File: config.mk
export PLATFORM = sky130hd
export DESIGN_NAME = mpc_config_regs
export DESIGN_NICKNAME = d
export VERILOG_FILES = /design/src/common/mpc_pkg.sv /design/src/mpc_config_regs.sv /design/src/mpc_pin_sync.sv
export VERILOG_INCLUDE_DIRS = /design/src /design/src/common
export SDC_FILE = /design/constraint.sdc
export NUM_CORES = 1
export LEC_CHECK = 0
export BUFFER_PORTS_ARGS = -buffer_cell sky130_fd_sc_hd__buf_2
export CORE_MARGIN = 2
export CORE_UTILIZATION = 55
export DETAILED_ROUTE_END_ITERATION = 8
export PLACE_DENSITY_LB_ADDON = 0.3
export SYNTH_ARGS = -nofsm -noshare
export SYNTH_HDL_FRONTEND = slang
export SYNTH_SLANG_ARGS = --single-unit
File: constraint.sdc
create_clock -name sys_clk -period 1.25 [get_ports sys_clk]
set_clock_uncertainty 0.05 [all_clocks]
set_input_delay 0.1875 -clock sys_clk [delete_from_list [all_inputs] [get_ports sys_clk]]
set_output_delay 0.1875 -clock sys_clk [all_outputs]
set_load 0.02 [all_outputs]
File: src/common/mpc_consts.svh
/*
 * constants of the motor pin and device configuration register bank:
 * register offsets, field positions, reset values and supply full-scale volt values.
 * assumes it is included by bare name after the package is compiled.
 */
// Contract
// - brake field: codes 0,3 pin; 1 override; 2 none
// - speed field: analog, pwm, none, frequency
// - pin 38 field: monitor two or phase sense
// - bit 27 set: both analog monitor pins
// - supply field: 15, 30, 60 V, code 3 undefined
// - override brake: mode bit low-side or align
`ifndef MPC_CONSTS_SVH
`define MPC_CONSTS_SVH

// ****************************************************************
// register offsets
// ****************************************************************
`define MPC_OFS_PIN_SETUP 8'hA4
`define MPC_OFS_SETUP_ONE 8'hA6
`define MPC_OFS_SETUP_TWO 8'hA8

// ****************************************************************
// reset values
// ****************************************************************
// pin and setup-one reset to an undefined value in silicon; zero here
`define MPC_RST_PIN_SETUP 32'h0000_0000
`define MPC_RST_SETUP_ONE 32'h0000_0000
`define MPC_RST_SETUP_TWO 32'h0000_0000

// ****************************************************************
// field positions, hardware_pin_setup
// ****************************************************************
`define MPC_SPEED_LSB 0
`define MPC_BRAKE_SRC_LSB 2
`define MPC_BRAKE_MODE_BIT 5

// ****************************************************************
// field positions, device_setup_one
// ****************************************************************
`define MPC_SUPPLY_LSB 0
`define MPC_ADDR_LSB 20
`define MPC_ADDR_MSB 26
`define MPC_MON_PAIR_BIT 27
`define MPC_PIN38_LSB 28

// ****************************************************************
// supply full-scale values in volts
// ****************************************************************
`define MPC_VOLT_15 7'h0F
`define MPC_VOLT_30 7'h1E
`define MPC_VOLT_60 7'h3C

`endif

File: src/common/mpc_pkg.sv
/*
 * types of the motor pin and device configuration register bank.
 * assumes nothing of its surroundings.
 */
package mpc_pkg;

  // speed pin interpretation codes
  typedef enum logic [1:0] {
    MPC_SPEED_ANALOG = 2'h0,
    MPC_SPEED_PWM = 2'h1,
    MPC_SPEED_NONE = 2'h2,
    MPC_SPEED_FREQ = 2'h3
  } mpc_speed_t;

  // brake source codes
  typedef enum logic [1:0] {
    MPC_BRK_PIN = 2'h0,
    MPC_BRK_FORCE = 2'h1,
    MPC_BRK_NEVER = 2'h2,
    MPC_BRK_PIN_ALT = 2'h3
  } mpc_brake_src_t;

  // multi-function pin 38 routing codes
  typedef enum logic [1:0] {
    MPC_P38_MON_TWO = 2'h0,
    MPC_P38_SENSE_A = 2'h1,
    MPC_P38_SENSE_B = 2'h2,
    MPC_P38_SENSE_C = 2'h3
  } mpc_pin38_t;

  // supply full-scale codes
  typedef enum logic [1:0] {
    MPC_SUP_15 = 2'h0,
    MPC_SUP_30 = 2'h1,
    MPC_SUP_60 = 2'h2,
    MPC_SUP_UNDEF = 2'h3
  } mpc_supply_t;

endpackage : mpc_pkg

File: src/mpc_config_regs.sv
/*
 * motor pin and device configuration register bank: three 32-bit
 * read/write registers, brake source and action selection, speed
 * input mode decode, analog monitor and current sense pin routing,
 * supply full-scale scaling and the serial target address.
 * assumes the serial front end turns bus transfers into the simple
 * word port below, one access per strobe, at the printed offsets.
 */
`timescale 1ns/1ns
`include "mpc_consts.svh"
module mpc_config_regs
  import mpc_pkg::*;
(
  input wire logic sys_clk,
  input wire logic reset_n,
  input wire logic [7:0] reg_addr,
  input wire logic reg_wr_en,
  input wire logic [31:0] reg_wdata,
  input wire logic reg_rd_en,
  output logic [31:0] reg_rdata,
  output logic reg_rd_valid,
  output logic reg_rd_err,
  input wire logic brake_pin,
  output logic low_side_brake_on,
  output logic align_brake_on,
  output logic speed_analog_sel,
  output logic speed_pwm_sel,
  output logic speed_freq_sel,
  output logic analog_monitor_one_en,
  output logic analog_monitor_two_en,
  output logic analog_monitor_two_on_pin38,
  output logic phase_a_sense_out_en,
  output logic phase_b_sense_out_en,
  output logic phase_c_sense_out_en,
  output logic [6:0] supply_full_scale,
  output logic supply_scale_valid,
  output logic [6:0] target_addr,
  output logic [31:0] device_setup_two_q
);

  // ****************************************************************
  // register storage
  // ****************************************************************
  logic [31:0] hardware_pin_setup_reg;
  logic [31:0] device_setup_one_reg;
  logic [31:0] device_setup_two_reg;

  // address decode, kept as named wires
  wire logic hit_pin = (reg_addr == `MPC_OFS_PIN_SETUP);
  wire logic hit_one = (reg_addr == `MPC_OFS_SETUP_ONE);
  wire logic hit_two = (reg_addr == `MPC_OFS_SETUP_TWO);
  wire logic hit_any = hit_pin | hit_one | hit_two;
  wire logic wr_pin = reg_wr_en & hit_pin;
  wire logic wr_one = reg_wr_en & hit_one;
  wire logic wr_two = reg_wr_en & hit_two;

  // all bits are stored as written, reserved codes too
  always_ff @(posedge sys_clk or negedge reset_n) begin
    if (!reset_n) begin
      hardware_pin_setup_reg <= `MPC_RST_PIN_SETUP;
      device_setup_one_reg <= `MPC_RST_SETUP_ONE;
      device_setup_two_reg <= `MPC_RST_SETUP_TWO;
    end else begin
      if (wr_pin) begin
        hardware_pin_setup_reg <= reg_wdata;
      end
      if (wr_one) begin
        device_setup_one_reg <= reg_wdata;
      end
      if (wr_two) begin
        device_setup_two_reg <= reg_wdata;
      end
    end
  end

  // ****************************************************************
  // read path
  // ****************************************************************
  // read mux; unmapped offsets read zero and flag an error
  wire logic [31:0] rd_mux =
    hit_pin ? hardware_pin_setup_reg :
    hit_one ? device_setup_one_reg :
    hit_two ? device_setup_two_reg : 32'h0000_0000;

  logic [31:0] rdata_reg;
  logic rd_valid_reg;
  logic rd_err_reg;

  // one-cycle registered answer to each read strobe
  always_ff @(posedge sys_clk or negedge reset_n) begin
    if (!reset_n) begin
      rdata_reg <= 32'h0000_0000;
      rd_valid_reg <= 1'b0;
      rd_err_reg <= 1'b0;
    end else begin
      rd_valid_reg <= reg_rd_en;
      rd_err_reg <= reg_rd_en & ~hit_any;
      if (reg_rd_en) begin
        rdata_reg <= rd_mux;
      end
    end
  end

  assign reg_rdata = rdata_reg;
  assign reg_rd_valid = rd_valid_reg;
  assign reg_rd_err = rd_err_reg;

  // ****************************************************************
  // brake pin synchroniser
  // ****************************************************************
  logic brake_pin_level;

  mpc_pin_sync u_brake_sync (
    .sys_clk(sys_clk),
    .reset_n(reset_n),
    .pin_async(brake_pin),
    .pin_level(brake_pin_level)
  );

  // ****************************************************************
  // field extraction
  // ****************************************************************
  wire mpc_brake_src_t brake_src =
    mpc_brake_src_t'(hardware_pin_setup_reg[`MPC_BRAKE_SRC_LSB +: 2]);
  wire logic brake_mode_align =
    hardware_pin_setup_reg[`MPC_BRAKE_MODE_BIT];
  wire mpc_speed_t speed_mode =
    mpc_speed_t'(hardware_pin_setup_reg[`MPC_SPEED_LSB +: 2]);
  wire mpc_pin38_t pin38_route =
    mpc_pin38_t'(device_setup_one_reg[`MPC_PIN38_LSB +: 2]);
  wire logic mon_pair_on = device_setup_one_reg[`MPC_MON_PAIR_BIT];
  wire mpc_supply_t supply_code =
    mpc_supply_t'(device_setup_one_reg[`MPC_SUPPLY_LSB +: 2]);

  // ****************************************************************
  // brake source and action
  // ****************************************************************
  // codes 0 and 3 follow the pin, 1 forces, 2 never brakes
  wire logic brake_req =
    ((brake_src == MPC_BRK_PIN) |
     (brake_src == MPC_BRK_PIN_ALT)) ? brake_pin_level :
    (brake_src == MPC_BRK_FORCE);
  // mode bit picks low-side or align braking for any request
  wire logic low_side_next = brake_req & ~brake_mode_align;
  wire logic align_next = brake_req & brake_mode_align;

  // ****************************************************************
  // speed mode decode
  // ****************************************************************
  // code 2 selects no interpretation at all
  wire logic spd_analog_next = (speed_mode == MPC_SPEED_ANALOG);
  wire logic spd_pwm_next = (speed_mode == MPC_SPEED_PWM);
  wire logic spd_freq_next = (speed_mode == MPC_SPEED_FREQ);

  // ****************************************************************
  // pin routing
  // ****************************************************************
  // the pair bit cleared is reserved: monitor pins stay unused
  wire logic mon_one_next = mon_pair_on;
  wire logic mon_two_next = mon_pair_on;
  // pin 38 carries monitor two or one phase current sense
  wire logic p38_mon_next = (pin38_route == MPC_P38_MON_TWO);
  wire logic sense_a_next = (pin38_route == MPC_P38_SENSE_A);
  wire logic sense_b_next = (pin38_route == MPC_P38_SENSE_B);
  wire logic sense_c_next = (pin38_route == MPC_P38_SENSE_C);

  // ****************************************************************
  // supply full-scale
  // ****************************************************************
  // undefined code gives zero volts and drops the valid flag
  wire logic [6:0] supply_next =
    (supply_code == MPC_SUP_15) ? `MPC_VOLT_15 :
    (supply_code == MPC_SUP_30) ? `MPC_VOLT_30 :
    (supply_code == MPC_SUP_60) ? `MPC_VOLT_60 : 7'h00;
  wire logic supply_ok_next = (supply_code != MPC_SUP_UNDEF);

  // ****************************************************************
  // registered control outputs
  // ****************************************************************
  logic low_side_reg;
  logic align_reg;
  logic spd_analog_reg;
  logic spd_pwm_reg;
  logic spd_freq_reg;
  logic mon_one_reg;
  logic mon_two_reg;
  logic p38_mon_reg;
  logic sense_a_reg;
  logic sense_b_reg;
  logic sense_c_reg;
  logic [6:0] supply_reg;
  logic supply_ok_reg;

  // one flop stage keeps decode glitches off the pins
  always_ff @(posedge sys_clk or negedge reset_n) begin
    if (!reset_n) begin
      low_side_reg <= 1'b0;
      align_reg <= 1'b0;
      spd_analog_reg <= 1'b0;
      spd_pwm_reg <= 1'b0;
      spd_freq_reg <= 1'b0;
      mon_one_reg <= 1'b0;
      mon_two_reg <= 1'b0;
      p38_mon_reg <= 1'b0;
      sense_a_reg <= 1'b0;
      sense_b_reg <= 1'b0;
      sense_c_reg <= 1'b0;
      supply_reg <= 7'h00;
      supply_ok_reg <= 1'b0;
    end else begin
      low_side_reg <= low_side_next;
      align_reg <= align_next;
      spd_analog_reg <= spd_analog_next;
      spd_pwm_reg <= spd_pwm_next;
      spd_freq_reg <= spd_freq_next;
      mon_one_reg <= mon_one_next;
      mon_two_reg <= mon_two_next;
      p38_mon_reg <= p38_mon_next;
      sense_a_reg <= sense_a_next;
      sense_b_reg <= sense_b_next;
      sense_c_reg <= sense_c_next;
      supply_reg <= supply_next;
      supply_ok_reg <= supply_ok_next;
    end
  end

  assign low_side_brake_on = low_side_reg;
  assign align_brake_on = align_reg;
  assign speed_analog_sel = spd_analog_reg;
  assign speed_pwm_sel = spd_pwm_reg;
  assign speed_freq_sel = spd_freq_reg;
  assign analog_monitor_one_en = mon_one_reg;
  assign analog_monitor_two_en = mon_two_reg;
  assign analog_monitor_two_on_pin38 = p38_mon_reg;
  assign phase_a_sense_out_en = sense_a_reg;
  assign phase_b_sense_out_en = sense_b_reg;
  assign phase_c_sense_out_en = sense_c_reg;
  assign supply_full_scale = supply_reg;
  assign supply_scale_valid = supply_ok_reg;

  // address and second register are plain register views
  assign target_addr =
    device_setup_one_reg[`MPC_ADDR_MSB:`MPC_ADDR_LSB];
  assign device_setup_two_q = device_setup_two_reg;

endmodule : mpc_config_regs

File: src/mpc_pin_sync.sv
/*
 * three-stage synchroniser with agreement filter for one pin.
 * assumes the pin is asynchronous to sys_clk.
 */
`timescale 1ns/1ns
module mpc_pin_sync (
  input wire logic sys_clk,
  input wire logic reset_n,
  input wire logic pin_async,
  output logic pin_level
);

  logic s1_reg;
  logic s2_reg;
  logic s3_reg;
  logic level_reg;
  wire logic agree = (s2_reg == s3_reg); // first stage never looked at

  // ****************************************************************
  // shift chain and filtered level
  // ****************************************************************
  always_ff @(posedge sys_clk or negedge reset_n) begin
    if (!reset_n) begin
      s1_reg <= 1'b0;
      s2_reg <= 1'b0;
      s3_reg <= 1'b0;
      level_reg <= 1'b0;
    end else begin
      s1_reg <= pin_async;
      s2_reg <= s1_reg;
      s3_reg <= s2_reg;
      if (agree) begin
        level_reg <= s3_reg;
      end
    end
  end

  assign pin_level = level_reg;

endmodule : mpc_pin_sync

==> impl_metrics.env <==
export IMPL_global_route_usage_total=0.2462
export IMPL_grt_pass1_vias=4547
export IMPL_synthCells=447
export IMPL_holdPathStages=2
export IMPL_die_x_um=113.8
export IMPL_grt_pass1_wl_mm=24.24
export IMPL_reg2reg_slack_ns=0.01
export IMPL_drt_iter0_drc=252
export IMPL_core_mm2=0.01186
export IMPL_vias_per_cell=5.393
export IMPL_dpl_hpwl_mm=9.800
export IMPL_root_buffer="clkbuf_16"
export IMPL_synth_edf_count=0
export IMPL_p_per_area_mw_per_mm2=1274
export IMPL_p_leak_nw=4.677
export IMPL_cts_buffers=17
export IMPL_cts_tree="built"
export IMPL_firstDrtPassIters=4
export IMPL_dp_cells=719
export IMPL_min_to="hardware_pin_setup_reg[13]"
export IMPL_syn_avg_cell_area_um2=14.82
export IMPL_fp_row_count=40
export IMPL_cp_data_arrival_time_ns=1.48
export IMPL_fin_crit_sh=0.9902
export IMPL_peakVddDrop_mv=1.071
export IMPL_start_util=0.5586
export IMPL_max_freq_mhz=807.9
export IMPL_gr_total_overflow=0
export IMPL_port_buffers=135
export IMPL_ys_ff_latch=149
export IMPL_status="finished, final reports clean"
export IMPL_grt_max_degree=40
export IMPL_maxSlewViolCount=0
export IMPL_cp_max_fo=2
export IMPL_r2r_worst_path_cells=4
export IMPL_wire_per_inst_um=19.16
export IMPL_clk_pin_slew_ns=0.06
export IMPL_regToRegStartpoint="hardware_pin_setup_reg[3]"
export IMPL_floorplan_die_area_mm2=0.01294
export IMPL_area_growth_pct=32.76
export IMPL_drc=0
export IMPL_chipHeight_um=113.8
export IMPL_critPathRequiredTime_ns=1.49
export IMPL_drive_gt1_frac=0.5377
export IMPL_start_kind="flip-flop"
export IMPL_finalPower_mw=11.21
export IMPL_ys_flop_type="dfrtp_1"
export IMPL_gp_congestion=0.7726
export IMPL_routed_wl_mm=15.56
export IMPL_hp_class="in -> reg"
export IMPL_synthesis_area_mm2=0.006626
export IMPL_fillers=732
export IMPL_setup_viol=0
export IMPL_layout_nets=702
export IMPL_maxCapViolations=0
export IMPL_synth_seq_area_share=0.5627
export IMPL_boundaryPins=137
export IMPL_syn_num_nets=497
export IMPL_min_delay_start="reg_wdata[13]"
export IMPL_rsz0062_at_grt="yes"
export IMPL_fin_cells=812
export IMPL_r2r_end="reg_rdata[3]"
export IMPL_hold_viol_final=0
export IMPL_min_period_ns=1.238
export IMPL_h_tree_depth=4
export IMPL_antenna_left=0
export IMPL_cts_num_sinks=149
export IMPL_synth_cell_types=27
export IMPL_cp_end_kind="flip-flop"
export IMPL_clkLatencyLatePin_ns=0.42
export IMPL_final_core_util=0.7417
export IMPL_antenna_found_initial=2
export IMPL_clockBufferDepth=2
export IMPL_critical_path_class="reg -> reg"
export IMPL_yosys_warnings=0
export IMPL_synthArstFlopShare=1.000
export IMPL_dr_total_vias=4379
[cell type report]
type / instances / area (um2) / share of cell area
Clock buffer: 22 / 464.2 / 0.05277
Tap cell: 147 / 183.9 / 0.02091
Timing Repair Buffer: 224 / 1625 / 0.1848
Inverter: 37 / 138.9 / 0.01579
Multi-Input combinational cell: 223 / 2550 / 0.2899
Sequential cell: 149 / 3729 / 0.4238
Antenna cell: 1 / 2.502 / 0.0002845
Clock inverter: 9 / 103.9 / 0.01180
[cells in the mapped netlist, types with 3 or more instances]
cell	count	share of area
o22ai_1	31	0.029
dfrtp_1	149	0.56
a22oi_1	32	0.036
clkbuf_1	17	0.0096
inv_1	37	0.021
ha_1	5	0.0094
nand4_4	3	0.0096
buf_4	11	0.012
nor2_1	4	0.0023
mux2_4	90	0.20
and2_1	3	0.0028
buf_6	9	0.015
nor2b_1	6	0.0057
mux2_2	37	0.063
[worst max-delay path, cell delays in order, from the launching register on]
cell and delay, ns:
dfrtp_1 0.38, buf_4 0.14, mux2_2 0.25, a22oi_1 0.18
o22ai_1 0.10
[stage by stage]
stage          cell area [um2]  setup slack (ns)  setup TNS (ns)  hold WS [ns]
2_1_floorplan             6669           -0.2934          -30.03       -0.1581
3_3_place_gp              7564           -0.3062          -35.78       0.05955
3_5_place_dp              7564           -0.3698          -43.12       0.06495
4_1_cts                   8509          0.002399               0       0.01444
5_1_grt                   8797          -0.01177        -0.05736       0.01532
6_report                  8797           0.01222               0       0.02594
[placed cells by master (no fill, tap or decap), drive strengths merged, types with 2 or more instances in the layout]
master       count
o22ai           31
ha               5
nand4            3
dlygate4sd3     33
buf            191
bufinv           2
a22oi           32
mux2           127
clkbuf          22
dfrtp          149
clkinv           5
inv             37
nor2b            6
nor2             4
clkinvlp         2
and2             3
[per-layer routing]
metal	vias to the layer above	GRT usage	routed length [um]
met2	135	0.4092	7937
met1	2240	0.3127	6560
met3	24	0.07014	764
met4	2	0.08374	281
met5	-	0	13
li1	1978	-	-
[logic make-up (layout without fill, tap and decap cells)]
| family | count (synthesis) | after routing | synth area share |
|---|---|---|---|
| adder cells (fa/ha/maj) | 6 | 6 | 0.01095 |
| multiplexers | 128 | 128 | 0.2683 |
| AO/OA/AOI/OAI | 66 | 66 | 0.06930 |
| flip-flops | 149 | 149 | 0.5627 |
| other | 1 | 2 | 0.0005659 |
| AND/OR/NAND/NOR | 22 | 22 | 0.02908 |
| buffers and inverters | 75 | 292 | 0.05910 |
[timing repair]
action / 4_1_cts / 5_1_grt
buffers inserted: 5 / 23
pin swaps: 0 / 0
setup endpoints to repair: 7 / 34
hold buffers: 33 / 0
resized for setup: 3 / 33
endpoints found under the hold margin: 242 / 0
[worst max-delay path by stage]
| stage | to | cells after the start | from |
|---|---|---|---|
| finish | reg_rdata[3] | 4 | hardware_pin_setup_reg[3] |
| global route | reg_rdata[3] | 4 | hardware_pin_setup_reg[3] |
| CTS | device_setup_two_q[3] | 1 | device_setup_two_q[3] |
| detailed placement | device_setup_two_q[14] | 6 | reg_addr[6] |
| global placement | device_setup_two_q[24] | 6 | reg_addr[6] |
| floorplan | device_setup_one_reg[10] | 4 | reg_addr[6] |
[power by group]
group,leakage (nW),internal (mW),switching [mW],total [mW]
Combinational,2.38,0.601,0.562,1.16
Sequential,2.02,5.01,0.122,5.14
Clock,0.276,3.02,1.89,4.91
Total,4.68,8.63,2.58,11.2
(Power assumes the default switching activity.)
